### src/ppc_pkg.sv
// Purpose: Shared constants and types for the port performance counter pair
// Assumes: 32-bit AXI4-Lite register access, one core clock
// Notes:   Offsets are byte addresses; each register is one aligned word
package ppc_pkg;

	// Register map
	localparam logic [7:0] OFS_CTRL0    = 8'he0;
	localparam logic [7:0] OFS_CMP0     = 8'he4;
	localparam logic [7:0] OFS_DATA0    = 8'he8;
	localparam logic [7:0] OFS_CTRL1    = 8'hf0;
	localparam logic [7:0] OFS_CMP1     = 8'hf4;
	localparam logic [7:0] OFS_DATA1    = 8'hf8;
	localparam logic [7:0] OFS_IRQ_STS  = 8'hd0;
	localparam logic [7:0] OFS_IRQ_MASK = 8'hd4;

	// Response/control field positions
	localparam int CTRL_EN_BIT    = 0;
	localparam int OVF_STS_BIT    = 12;
	localparam int CMP_STS_BIT    = 13;
	localparam int OUT_GLOBAL_BIT = 14;
	localparam int OUT_PIN_BIT    = 15;
	localparam int RSEL_LSB       = 19;
	localparam int MODE_LSB       = 22;
	localparam int OVF_BIT        = 31;
	localparam int COUNT_W        = 31;
	localparam int IRQ_W          = 4;

	// Writable bits of the response/control word; 31:26 reserved
	localparam logic [31:0] CTRL_WMASK  = 32'h03f8c001;
	localparam logic [31:0] CTRL_RESET  = 32'h0000_0000;
	localparam logic [31:0] CMP_RESET   = 32'hffff_ffff;
	localparam logic [31:0] DATA_RESET  = 32'h0000_0000;
	localparam logic [30:0] COUNT_ONE   = 31'h0000_0001;

	// Reset-event selection codes; bit 2 set picks an event pin
	localparam logic [2:0] RSEL_NONE    = 3'h0;
	localparam logic [2:0] RSEL_PSTS    = 3'h1;
	localparam logic [2:0] RSEL_PMATCH  = 3'h2;
	localparam int         RSEL_PIN_BIT = 2;

	localparam logic [1:0] RESP_OKAY   = 2'h0;
	localparam logic [1:0] RESP_DECERR = 2'h3;

	typedef enum logic [1:0] {
		CMP_OFF,
		CMP_THRESH,
		CMP_MAX,
		CMP_ADDR
	} ppc_cmp_mode_t;

	typedef struct packed {
		logic [31:0] ctrl;
		logic [31:0] cmp;
		logic [31:0] data;
		logic        cmp_sts;
		logic        preload;
		logic        sts_prev;
	} ppc_ctr_t;

	typedef struct packed {
		ppc_ctr_t [1:0]   ctr;
		logic [IRQ_W-1:0] irq_sts;
		logic [IRQ_W-1:0] irq_mask;
		logic             aw_full;
		logic [7:0]       aw_addr;
		logic             w_full;
		logic [31:0]      wdata;
		logic [3:0]       wstrb;
		logic             bvalid;
		logic [1:0]       bresp;
		logic             rvalid;
		logic [31:0]      rdata;
		logic [1:0]       rresp;
		logic [1:0]       pin_out;
		logic [1:0]       glob_out;
	} ppc_state_t;

endpackage

### src/ppc_counter_pair.sv
// Purpose: Pair of performance counters with compare, capture and range logic
// Assumes: Event, address and sample inputs are synchronous to CLK
// Notes:   All state lives in one struct; three comb blocks, one register block
//
// Local design decision: the AXI4-Lite interface to the registers.
`timescale 1ns/1ps

// Operation
// - A write of one to the overflow status bit clears overflow and leaves the count intact.
// - A sample start zeroes the counter unless software preloaded it since the last sample.
// - In threshold mode each increment compares count to compare and sets status when greater.
// - In capture mode the compare register is overwritten on each increment that takes the count above it.
// - Comparisons use the overflow bit as the top bit of the count.
// - In address mode either counter needs address above counter 0's compare and at or below counter 1's.
// - The address compared is request address bits 31 down to 0.
// - The response register steers its counter and shows overflow and compare status.
// - Compare mode 00 off, 01 threshold, 10 capture, 11 address range.
// - Reset select clears count and status on none, partner status, partner match or a pin.
module ppc_counter_pair (
	input  wire logic        CLK,
	input  wire logic        RST_N,
	input  wire logic [7:0]  S_AXI_AWADDR,
	input  wire logic        S_AXI_AWVALID,
	output logic             S_AXI_AWREADY,
	input  wire logic [31:0] S_AXI_WDATA,
	input  wire logic [3:0]  S_AXI_WSTRB,
	input  wire logic        S_AXI_WVALID,
	output logic             S_AXI_WREADY,
	output logic [1:0]       S_AXI_BRESP,
	output logic             S_AXI_BVALID,
	input  wire logic        S_AXI_BREADY,
	input  wire logic [7:0]  S_AXI_ARADDR,
	input  wire logic        S_AXI_ARVALID,
	output logic             S_AXI_ARREADY,
	output logic [31:0]      S_AXI_RDATA,
	output logic [1:0]       S_AXI_RRESP,
	output logic             S_AXI_RVALID,
	input  wire logic        S_AXI_RREADY,
	input  wire logic [1:0]  EVENT_IN,
	input  wire logic        ADDR_VALID,
	input  wire logic [31:0] REQ_ADDR,
	input  wire logic        SAMPLE_START,
	input  wire logic [3:0]  EVENT_PINS_IN,
	output logic [1:0]       EVENT_PINS_OUT,
	output logic [1:0]       GLOBAL_STATUS,
	output logic             IRQ
);

	ppc_pkg::ppc_state_t    s_ff;
	ppc_pkg::ppc_state_t    nxt_s;
	ppc_pkg::ppc_cmp_mode_t mode [2];
	logic                   wr_go;
	logic                   rd_go;
	logic                   range_ok;
	logic [1:0]             qual;
	logic [1:0]             inc;
	logic [1:0]             rst_hit;
	logic [1:0]             evt_sts;
	logic [1:0]             sw_ctrl;
	logic [1:0]             sw_cmp;
	logic [1:0]             sw_data;
	logic [1:0]             cnt_quiet;
	logic [31:0]            rd_val;
	logic [1:0]             rd_resp;

	// Byte-lane merge of a write into a stored word
	function automatic logic [31:0] wmerge(
		input logic [31:0] old_v,
		input logic [31:0] new_v,
		input logic [3:0]  strb
	);
		logic [31:0] r;
		r = old_v;
		for (int b = 0; b < 4; b++) begin
			if (strb[b]) begin
				r[8*b +: 8] = new_v[8*b +: 8];
			end
		end
		return r;
	endfunction

	// Control word as software sees it, with live status bits
	function automatic logic [31:0] ctrl_view(input ppc_pkg::ppc_ctr_t c);
		logic [31:0] r;
		r = c.ctrl & ppc_pkg::CTRL_WMASK;
		r[ppc_pkg::OVF_STS_BIT] = c.data[ppc_pkg::OVF_BIT];
		r[ppc_pkg::CMP_STS_BIT] = c.cmp_sts;
		return r;
	endfunction

	// Handshake outputs are combinational; one write and one read in flight
	assign S_AXI_AWREADY  = !s_ff.aw_full && !s_ff.bvalid;
	assign S_AXI_WREADY   = !s_ff.w_full && !s_ff.bvalid;
	assign S_AXI_ARREADY  = !s_ff.rvalid;
	assign S_AXI_BVALID   = s_ff.bvalid;
	assign S_AXI_BRESP    = s_ff.bresp;
	assign S_AXI_RVALID   = s_ff.rvalid;
	assign S_AXI_RDATA    = s_ff.rdata;
	assign S_AXI_RRESP    = s_ff.rresp;
	assign EVENT_PINS_OUT = s_ff.pin_out;
	assign GLOBAL_STATUS  = s_ff.glob_out;
	assign IRQ            = |(s_ff.irq_sts & s_ff.irq_mask);

	// Register read mux
	always_comb begin
		rd_val  = 32'h0000_0000;
		rd_resp = ppc_pkg::RESP_OKAY;
		unique case (S_AXI_ARADDR)
			ppc_pkg::OFS_CTRL0:    rd_val = ctrl_view(s_ff.ctr[0]);
			ppc_pkg::OFS_CMP0:     rd_val = s_ff.ctr[0].cmp;
			ppc_pkg::OFS_DATA0:    rd_val = s_ff.ctr[0].data;
			ppc_pkg::OFS_CTRL1:    rd_val = ctrl_view(s_ff.ctr[1]);
			ppc_pkg::OFS_CMP1:     rd_val = s_ff.ctr[1].cmp;
			ppc_pkg::OFS_DATA1:    rd_val = s_ff.ctr[1].data;
			ppc_pkg::OFS_IRQ_STS:  rd_val = {28'h000_0000, s_ff.irq_sts};
			ppc_pkg::OFS_IRQ_MASK: rd_val = {28'h000_0000, s_ff.irq_mask};
			default:               rd_resp = ppc_pkg::RESP_DECERR;
		endcase
	end

	// Event qualification, shared by both counters
	always_comb begin
		range_ok = (REQ_ADDR > s_ff.ctr[0].cmp) && (REQ_ADDR <= s_ff.ctr[1].cmp);
		for (int i = 0; i < 2; i++) begin
			mode[i]    = ppc_pkg::ppc_cmp_mode_t'(s_ff.ctr[i].ctrl[ppc_pkg::MODE_LSB +: 2]);
			evt_sts[i] = s_ff.ctr[i].data[ppc_pkg::OVF_BIT] || s_ff.ctr[i].cmp_sts;
			// Range gate only applies to a counter set to address mode
			qual[i]    = EVENT_IN[i]
				&& (mode[i] != ppc_pkg::CMP_ADDR || (ADDR_VALID && range_ok));
			inc[i]     = qual[i] && s_ff.ctr[i].ctrl[ppc_pkg::CTRL_EN_BIT];
		end
	end

	// Next-state logic
	always_comb begin
		logic [31:0] d;
		logic [31:0] c;
		logic [31:0] cc;
		logic [2:0]  rsel;
		logic        cs;
		logic        ovf_new;
		logic        cmp_new;
		logic [ppc_pkg::IRQ_W-1:0] irq_new;
		logic [ppc_pkg::IRQ_W-1:0] irq_clr;
		logic [31:0] mw;
		d       = 32'h0000_0000;
		c       = 32'h0000_0000;
		cc      = 32'h0000_0000;
		rsel    = ppc_pkg::RSEL_NONE;
		cs      = 1'b0;
		ovf_new = 1'b0;
		cmp_new = 1'b0;
		irq_new = '0;
		irq_clr = '0;
		mw      = 32'h0000_0000;
		nxt_s   = s_ff;
		wr_go   = s_ff.aw_full && s_ff.w_full && !s_ff.bvalid;
		rd_go   = S_AXI_ARVALID && !s_ff.rvalid;

		// Write channel capture, address and data in either order
		if (S_AXI_AWVALID && S_AXI_AWREADY) begin
			nxt_s.aw_full = 1'b1;
			nxt_s.aw_addr = S_AXI_AWADDR;
		end
		if (S_AXI_WVALID && S_AXI_WREADY) begin
			nxt_s.w_full = 1'b1;
			nxt_s.wdata  = S_AXI_WDATA;
			nxt_s.wstrb  = S_AXI_WSTRB;
		end
		if (s_ff.bvalid && S_AXI_BREADY) begin
			nxt_s.bvalid = 1'b0;
		end
		if (wr_go) begin
			nxt_s.aw_full = 1'b0;
			nxt_s.w_full  = 1'b0;
			nxt_s.bvalid  = 1'b1;
			nxt_s.bresp   = ppc_pkg::RESP_OKAY;
		end

		for (int i = 0; i < 2; i++) begin
			sw_ctrl[i] = wr_go && s_ff.aw_addr == (i == 0 ? ppc_pkg::OFS_CTRL0 : ppc_pkg::OFS_CTRL1);
			sw_cmp[i]  = wr_go && s_ff.aw_addr == (i == 0 ? ppc_pkg::OFS_CMP0 : ppc_pkg::OFS_CMP1);
			sw_data[i] = wr_go && s_ff.aw_addr == (i == 0 ? ppc_pkg::OFS_DATA0 : ppc_pkg::OFS_DATA1);
		end
		if (wr_go && !(|sw_ctrl) && !(|sw_cmp) && !(|sw_data)) begin
			if (s_ff.aw_addr == ppc_pkg::OFS_IRQ_MASK) begin
				// Only the low mask bits exist; the rest of the word is dropped
				mw             = wmerge({28'h000_0000, s_ff.irq_mask}, s_ff.wdata, s_ff.wstrb);
				nxt_s.irq_mask = mw[ppc_pkg::IRQ_W-1:0];
			end else if (s_ff.aw_addr != ppc_pkg::OFS_IRQ_STS) begin
				nxt_s.bresp = ppc_pkg::RESP_DECERR;
			end
		end

		// Counters
		for (int i = 0; i < 2; i++) begin
			d       = s_ff.ctr[i].data;
			c       = s_ff.ctr[i].cmp;
			cs      = s_ff.ctr[i].cmp_sts;
			ovf_new = 1'b0;
			cmp_new = 1'b0;
			rsel    = s_ff.ctr[i].ctrl[ppc_pkg::RSEL_LSB +: 3];
			// Partner status is taken on its rising edge so a held flag resets once
			if (rsel[ppc_pkg::RSEL_PIN_BIT]) begin
				rst_hit[i] = EVENT_PINS_IN[rsel[1:0]];
			end else if (rsel == ppc_pkg::RSEL_PSTS) begin
				rst_hit[i] = evt_sts[1-i] && !s_ff.ctr[1-i].sts_prev;
			end else if (rsel == ppc_pkg::RSEL_PMATCH) begin
				rst_hit[i] = qual[1-i];
			end else begin
				rst_hit[i] = 1'b0;
			end
			cnt_quiet[i] = !rst_hit[i] && !SAMPLE_START && !sw_data[i];

			if (rst_hit[i]) begin
				d  = ppc_pkg::DATA_RESET;
				cs = 1'b0;
			end else if (SAMPLE_START) begin
				if (!s_ff.ctr[i].preload) begin
					d = ppc_pkg::DATA_RESET;
				end
			end else if (inc[i]) begin
				{ovf_new, d[ppc_pkg::COUNT_W-1:0]} = {1'b0, d[ppc_pkg::COUNT_W-1:0]}
					+ {1'b0, ppc_pkg::COUNT_ONE};
				ovf_new = ovf_new && !d[ppc_pkg::OVF_BIT];
				if (ovf_new) begin
					d[ppc_pkg::OVF_BIT] = 1'b1;
				end
				// Overflow bit is the MSB of the magnitude compare
				if (d > c) begin
					if (mode[i] == ppc_pkg::CMP_THRESH) begin
						cmp_new = !cs;
						cs      = 1'b1;
					end else if (mode[i] == ppc_pkg::CMP_MAX) begin
						c = d;
					end
				end
			end
			if (SAMPLE_START) begin
				nxt_s.ctr[i].preload = 1'b0;
			end

			// Software stores; hardware sets of status still win over a clear
			if (sw_data[i]) begin
				d = wmerge(d, s_ff.wdata, s_ff.wstrb);
				nxt_s.ctr[i].preload = 1'b1;
			end
			if (sw_cmp[i]) begin
				c = wmerge(c, s_ff.wdata, s_ff.wstrb);
			end
			if (sw_ctrl[i]) begin
				cc = wmerge(s_ff.ctr[i].ctrl, s_ff.wdata, s_ff.wstrb);
				nxt_s.ctr[i].ctrl = cc & ppc_pkg::CTRL_WMASK;
				if (s_ff.wstrb[1] && s_ff.wdata[ppc_pkg::OVF_STS_BIT] && !ovf_new) begin
					d[ppc_pkg::OVF_BIT] = 1'b0;
				end
				if (s_ff.wstrb[1] && s_ff.wdata[ppc_pkg::CMP_STS_BIT] && !cmp_new) begin
					cs = 1'b0;
				end
			end

			nxt_s.ctr[i].data     = d;
			nxt_s.ctr[i].cmp      = c;
			nxt_s.ctr[i].cmp_sts  = cs;
			nxt_s.ctr[i].sts_prev = evt_sts[i];
			nxt_s.pin_out[i]  = (d[ppc_pkg::OVF_BIT] || cs)
				&& nxt_s.ctr[i].ctrl[ppc_pkg::OUT_PIN_BIT];
			nxt_s.glob_out[i] = (d[ppc_pkg::OVF_BIT] || cs)
				&& nxt_s.ctr[i].ctrl[ppc_pkg::OUT_GLOBAL_BIT];
			irq_new[2*i]   = ovf_new;
			irq_new[2*i+1] = cmp_new;
		end

		// Read answer; reading the interrupt status clears it
		if (s_ff.rvalid && S_AXI_RREADY) begin
			nxt_s.rvalid = 1'b0;
		end
		if (rd_go) begin
			nxt_s.rvalid = 1'b1;
			nxt_s.rdata  = rd_val;
			nxt_s.rresp  = rd_resp;
			if (S_AXI_ARADDR == ppc_pkg::OFS_IRQ_STS) begin
				irq_clr = '1;
			end
		end
		nxt_s.irq_sts = (s_ff.irq_sts & ~irq_clr) | irq_new;
	end

	// State register, synchronous reset
	always_ff @(posedge CLK) begin
		if (!RST_N) begin
			s_ff            <= '0;
			s_ff.ctr[0].cmp <= ppc_pkg::CMP_RESET;
			s_ff.ctr[1].cmp <= ppc_pkg::CMP_RESET;
		end else begin
			s_ff <= nxt_s;
		end
	end
endmodule // ppc_counter_pair

### config.mk
export PLATFORM = sky130hd
export DESIGN_NAME = ppc_counter_pair
export DESIGN_NICKNAME = d
export VERILOG_FILES = /design/src/ppc_pkg.sv /design/src/ppc_counter_pair.sv
export SDC_FILE = /design/constraint.sdc
export NUM_CORES = 1
export LEC_CHECK = 0
export ABC_AREA = 1
export BUFFER_PORTS_ARGS = -buffer_cell sky130_fd_sc_hd__buf_2
export CORE_MARGIN = 5
export CORE_UTILIZATION = 50
export CTS_BUF_LIST = sky130_fd_sc_hd__clkbuf_4 sky130_fd_sc_hd__clkbuf_8 sky130_fd_sc_hd__clkbuf_16
export DETAILED_ROUTE_END_ITERATION = 6
export PLACE_DENSITY = 0.67
export SLEW_MARGIN = 20
export SYNTH_ARGS = -nofsm -noshare
export SYNTH_HDL_FRONTEND = slang
export SYNTH_SLANG_ARGS = --single-unit
### constraint.sdc
create_clock -name CLK -period 4.1 [get_ports CLK]
set_input_delay 0.82 -clock CLK [delete_from_list [all_inputs] [get_ports CLK]]
set_output_delay 0.82 -clock CLK [all_outputs]
set_load 0.02 [all_outputs]
==> out/results.ini, run 1 <==
[clock_tree]
ctsHoldBuffers = 0
htreeDepth = 1
cts_tree = yes
clock_path_buffers = 3
cts.sinks = 249
root_buffer = clkbuf_16
clk_pin_slew_ps = 70
worstSkewPairLatency_ps = 590
cts_buffers = 30

[job]
cap_violations = 0

[cells_and_area]
nFillCells = 3282
fin_nets = 3084
seqCellArea_um2 = 4990
final_util = 0.608
diodes = 0
drive_gt1_frac = 0.176
syn_to_final_growth_pct = 19.5
multi_input_area_um2 = 11000

[global_route]
grt_max_degree = 73
grt_pass1_vias = 18374
grt_antenna_before_repair = 1
grt.total_usage = 0.367
grt-ovfl-total = 0
grt_pass1_wl_um = 111000

[worst_setup_path]
slowest_delay_ps = 380
cp_top_family = simple AND/OR/NAND/NOR gates
worstSetupEndpointType = register
crit_type = reg -> reg
crit_fanout = 14
startpoint_type = register
worstPathArrival_ps = 4560
critical_path_buf_inv_count = 7
crit_required_ps = 4540
cpMaxStageDelayCell = dfxtp_2
timing.rr.start = s_ff[119]
crit_chain = nand2_1 -> nor2_1 -> inv_1 -> nor4_2 -> buf_4 -> nand4_1 -> xor2_1 -> inv_1 -> ha_1 -> nand2_1 -> nor4_2 -> inv_1 -> nor4_2 -> buf_4 -> buf_4 -> nand4_1 -> nand2_4 -> nor2_4 -> nand3_4 -> clkbuf_16 -> nand2_1 -> nand3_1 -> o211ai_1
crit_start = s_ff[119]

[yosys]
ys_types = 54
synth_top_cell_area_share = 0.283
synth-edff-count = 0
yosysWarnings = 0
avgSynthCellArea_um2 = 6.57
async_reset_ff_frac = 0
synth.most_common_cell = nand2_1
synth.cell_area_um2 = 17600
yosysTopAreaCell = dfxtp_1
ys_seq_area_frac = 0.283
synth_seq_cells = 249
syn_nets = 2912
synth_area_leaders = dfxtp_1 28%, nand2_1 13%, ha_1 9.2%
synth_common_cells = 613 x nand2_1, 324 x inv_1, 263 x a21oi_1, 249 x dfxtp_1, 240 x o21ai_0
syn_inst = 2683
synth_flop_cell = dfxtp_1

[power]
sw_frac_of_total = 0.275
clkPwrFrac = 0.486
powerDensity_nw_per_um2 = 304
power_leakage_nw = 10.3
p_int_mw = 4.64
combPwrFrac = 0.103
ir_worst_vdd_mv = 0.365
power.switching_mw = 1.76
p_seq_frac = 0.411

[die]
rows = 68
design.core.area_um2 = 34600
io_pins = 145
initial_core_util = 0.509
die_w_um = 198
die_area_um2 = 39100
die-height_um = 198

[timing]
fin_crit_ps = 4120
max_freq_ghz = 0.243
timing.final.crit_share = 1.00
hold_viol_final = 0
slew_viol_final = 0
rsz0062_at_grt = yes
slew_headroom = 0.311
whs_ps = 452
skew_ps = 8.91
worst_slack_ps = -18.6
max_slew.worst_pin.slew_ps = 1030
finalSetupViolations = 3

[routing]
viasPerCell = 6.00
wirelength_um = 76300
drtPass1Iterations = 6
via_count = 20015
drt_iter0_markers = 2308
wl_per_cell_um = 22.9
postRouteAntennaNets = 0
drc = 0

[worst_hold_path]
hp-class = reg -> reg
min-delay-start = s_ff[187]

[placement]
dp_hpwl_um = 58400
portBuffers = 144
gp_congestion = 1.03

[status]
failed_checks = setup timing
status = complete, but fails checks

-- what timing repair did --
| item | in CTS | in global routing |
|---|---|---|
| buffers inserted | 0 | 13 |
| pin swaps | 0 | 34 |
| cloned | 0 | 7 |
| endpoints found under the setup margin | 6 | 70 |
| resized for setup | 2 | 125 |
-- per-stage QoR --
step           setup TNS (ps)  cells  cell area (µm²)  worst slack (ps)  power (mW)
2_1_floorplan               0   2683            17600               637        2.99
5_1_grt                 -8650   3334            21100              -295        6.56
3_5_place_dp                0   3258            19200              24.1        3.31
3_3_place_gp            -9.05   3258            19200             -9.05        3.30
6_report                -40.0   3334            21100             -18.6        6.39
4_1_cts                     0   3314            20300              54.0        6.38
-- registers in the layout, summed over array words and instances, names as in the netlist --
signal          count
EVENT_PINS_OUT      2
mode                4
S_AXI_BRESP         2
S_AXI_BVALID        1
S_AXI_RDATA        32
S_AXI_RRESP         1
GLOBAL_STATUS       2
S_AXI_RVALID        1
s_ff              204
-- worst register-to-register path, cell delays in order, from the launching register on --
cell and delay, ps:
dfxtp_2 380, nand2_1 110, nor2_1 150, inv_1 70, nor4_2 260, buf_4 160
nand4_1 240, xor2_1 340, inv_1 110, ha_1 310, nand2_1 90, nor4_2 270
inv_1 90, nor4_2 150, buf_4 160, buf_4 90, nand4_1 140, nand2_4 140
nor2_4 50, nand3_4 210, clkbuf_16 240, nand2_1 60, nand3_1 60, o211ai_1 90
-- final cells by class --
type / count / area share
multi-input combinational: 1947 / 0.525
sequential: 249 / 0.237
timing repair buffer: 292 / 0.0969
inverter: 335 / 0.0602
clock buffer: 39 / 0.0412
tap: 455 / 0.0270
clock inverter: 17 / 0.0126
-- routing by layer --
layer | track usage | wire, µm
met5 | 0 | 20
met4 | 0.211 | 5570
met3 | 0.0648 | 7710
met2 | 0.575 | 32800
met1 | 0.477 | 30200
-- logic make-up (layout without fill, tap and decap cells) --
kind of cell             after synthesis  count (layout)  synth area share
buffers and inverters                487             683             0.116
AND/OR/NAND/NOR                     1104            1104             0.275
flip-flops                           249             249             0.283
XOR/XNOR                              46              46            0.0233
adder cells (fa/ha/maj)              130             130            0.0923
AO/OA/AOI/OAI                        667             667             0.211
-- path summary, 6_finish.rpt --
check              endpoint  slack (ps)  cells past startpoint
setup / recovery  s_ff[159]         -20                     23
hold / removal    s_ff[187]         450                      2
setup reg to reg  s_ff[159]         -20                     23
hold reg to reg   s_ff[187]         450                      2
-- power groups by stage --
stage | clock network (mW) | registers, mW | logic, mW
after global placement | 0 | 2.67 | 0.624
after detailed placement | 0 | 2.67 | 0.635
after floorplan | 0 | 2.61 | 0.385
final | 3.11 | 2.63 | 0.661
after CTS | 3.12 | 2.62 | 0.639
after global routing | 3.21 | 2.63 | 0.723
-- cells in the final DEF (no fill, tap or decap), types with 7 or more instances in the layout --
cell type / n
nand2_2: 27
nor2_1: 213
nand3_1: 91
dfxtp_2: 7
o21a_1: 7
clkinv_2: 10
inv_2: 13
o21bai_1: 32
nor3_2: 8
nor3_1: 21
dfxtp_1: 242
inv_1: 315
nor4_2: 7
a21oi_1: 261
o211ai_1: 31
buf_4: 134
o22ai_1: 57
xor2_2: 10
buf_2: 143
o2111ai_1: 8
nor2_2: 17
bufinv_16: 7
xor2_1: 36
clkbuf_16: 38
nand4_1: 59
nand2_1: 584
ha_1: 129
nor4_1: 21
o21ai_0: 236
nor3_4: 7
nand3_2: 11
nand2_4: 9
nor2_4: 8
Note: power is estimated with default switching activity, not from simulation.
==> run 2: changes to the inputs <==
GPL_ROUTABILITY_DRIVEN = 0   (was unset)
SETUP_SLACK_MARGIN = 0.05   (was unset)
==> run 2 against run 1 <==
  * Maximum frequency down 0.22%
  * Die area unchanged
  * Register-to-register slack hardly changed
  * Largest cell class unchanged
  * Sequential power is essentially flat
  * Critical path depth grew 2
  * Hold slack improved by 5.0 ps
  * The flow still finishes with violations (setup timing)
  * Setup slack worse by 9.2 ps
  * Critical endpoint is now s_ff[131]
  * Highest routed layer is now met4
  * Core utilization decreased by 1.6 points
  * Sequential share of layout area grew 0.63 points
  * Clock skew rose by 15 ps
==> out/results.ini, run 2 (synthesized netlist as in run 1, its figures left out) <==
[worst_setup_path]
timing.rr.start = s_ff[99]
crit_type = reg -> reg
slowest_delay_ps = 430  ; +50 ps
worstSetupEndpointType = register
startpoint_type = register
crit_fanout = 8  ; -6
cpMaxStageDelayCell = nor3_1
ff2ff_path_depth = 25  ; +8.7%
r2r_setup_slack_ps = -30  ; about the same
critical_path_buf_inv_count = 8  ; +1
crit_required_ps = 4560  ; +20 ps
cp_top_family = simple AND/OR/NAND/NOR gates
worstPathArrival_ps = 4580  ; +20 ps
r2r_end = s_ff[131]
crit_path_frequent_cell = nand2_1

[die]
design.core.area_um2 = 34600  ; unchanged
io_pins = 145  ; unchanged
die_w_um = 198  ; unchanged
die-height_um = 198  ; unchanged
die_area_um2 = 39100  ; unchanged
initial_core_util = 0.509  ; unchanged
rows = 68  ; unchanged

[clock_tree]
cts_buffers = 29  ; -3.3%
ctsHoldBuffers = 0  ; unchanged
root_buffer = clkbuf_16
cts_tree = yes
worstSkewPairLatency_ps = 590  ; about the same
htreeDepth = 1  ; unchanged
cts.sinks = 249  ; unchanged
clock_path_buffers = 3  ; unchanged
clk_pin_slew_ps = 60  ; about the same

[power]
powerDensity_nw_per_um2 = 290  ; -4.4%
power_leakage_nw = 10.1  ; -2.6%
ir_worst_vdd_mv = 0.367  ; +0.75%
p_total_mw = 5.95  ; -6.9%

[job]
cap_violations = 0  ; unchanged

[timing]
fin_crit_ps = 4130  ; +9.17 ps
slew_headroom = 0.343  ; +0.0322
timing.final.crit_share = 1.01  ; +0.00224
hold_viol_final = 0  ; unchanged
finalSetupViolations = 3  ; unchanged
slew_viol_final = 0  ; unchanged
max_freq_ghz = 0.242  ; -0.22%
max_slew.worst_pin.slew_ps = 984  ; -46.9 ps
skew_ps = 24.2  ; +15.3 ps
worst_slack_ps = -27.8  ; -9.17 ps
rsz0062_at_grt = yes

[global_route]
grt_pass1_wl_um = 105000  ; -5.1%
grt_pass1_vias = 17954  ; -2.3%
grt_max_degree = 102  ; +40%
grt.total_usage = 0.343  ; -0.0240
grt-ovfl-total = 0  ; unchanged
grt_antenna_before_repair = 1  ; unchanged

[placement]
portBuffers = 144  ; unchanged
dp_hpwl_um = 54000  ; -7.5%
post-place-ws_ps = -11.3  ; -35.4 ps

[routing]
drt_iter0_markers = 2800  ; +21%
wl_per_cell_um = 21.8  ; -4.6%
postRouteAntennaNets = 0  ; unchanged
drc = 0  ; unchanged
via_count = 19974  ; -0.20%
viasPerCell = 6.07  ; +1.1%
drtPass1Iterations = 7  ; +1
wirelength_um = 71800  ; -5.8%

[cells_and_area]
fin_nets = 3045  ; -1.3%
layout_commonest_cell = nand2_1
syn_to_final_growth_pct = 16.4
top_register = s_ff
largest_reg_flops = 204  ; unchanged
drive_gt1_frac = 0.155  ; -0.0210
diodes = 0  ; unchanged
final_cell_mix = 591 x nand2_1, 315 x inv_1, 262 x a21oi_1

[worst_hold_path]
hp-class = reg -> reg
worstHoldEndpoint = s_ff[187]
min-delay-start = s_ff[187]
holdPathStages = 2  ; unchanged

[status]
failed_checks = setup timing
status = complete, but fails checks

[run 2: changes by cell type in the layout (fill, tap and decap cells not counted), moves of 3 or more]
cell | previous run | this run
nand2_1 | 584 | 591
clkbuf_16 | 38 | 35
nor2_1 | 213 | 216
xor2_2 | 10 | 6
nand3_2 | 11 | 7
inv_6 | 1 | 4
buf_4 | 134 | 94
bufinv_16 | 7 | 2
o21ai_1 | 4 | 8
o21ai_2 | 4 | 1
xor2_1 | 36 | 40
nand2_2 | 27 | 21
nand3_1 | 91 | 96
[run 2: worst max-delay path by stage]
stage                      start           endpoint  slack, ps  cells past startpoint
floorplan               s_ff[99]          s_ff[141]        640                     21
global placement    REQ_ADDR[23]  EVENT_PINS_OUT[0]        170                     16
detailed placement      s_ff[99]          s_ff[144]        -10                     21
CTS                     s_ff[99]          s_ff[144]         70                     21
global route            s_ff[99]          s_ff[145]       -140                     23
finish                  s_ff[99]          s_ff[131]        -30                     25
[run 2: timing repair]
action / 4_1_cts / 5_1_grt
setup buffers: 0 / 25
pin swaps: 0 / 36
gates cloned: 0 / 7
endpoints found under the setup margin: 17 / 71
gates resized for setup: 2 / 107
[run 2: layout make-up]
class	instances	area, µm²
multi-input cells	1947	11000
clock inverters	13	131
repair buffers	254	1760
clock buffers	38	831
flip-flops and latches	249	4990
well taps	455	569
fillers	3387	14100
inverters	335	1270
[run 2: report_power, final]
group,total [mW],internal [mW],switching (mW)
sequential,2.62,2.50,0.129
combinational,0.638,0.211,0.428
clock,2.69,1.55,1.14
[run 2: tightest hold or removal path, cell delays in order, from the launching register on]
cell and delay [ps]:
dfxtp_1 290, inv_1 60, a21oi_1 60
[run 2: stage by stage]
step	hold WS, ps	TNS [ps]	util	std cells	area (µm²)
6_report	457	-32.0	0.592	3291	20500
5_1_grt	475	-5720	0.592	3291	20500
4_1_cts	461	0	0.570	3259	19700
3_5_place_dp	452	-22.4	0.542	3208	18800
3_3_place_gp	439	0	0.542	3208	18800
2_1_floorplan	424	0	-	2683	17600
[run 2: per-layer routing]
| metal | vias to the layer above | global-route usage | wire length [µm] |
|---|---|---|---|
| met5 | - | 0 | 0 |
| met4 | 0 | 0.197 | 5670 |
| met3 | 321 | 0.0650 | 8590 |
| met2 | 1332 | 0.520 | 29900 |
| met1 | 9132 | 0.458 | 27600 |
| li1 | 9189 | - | - |
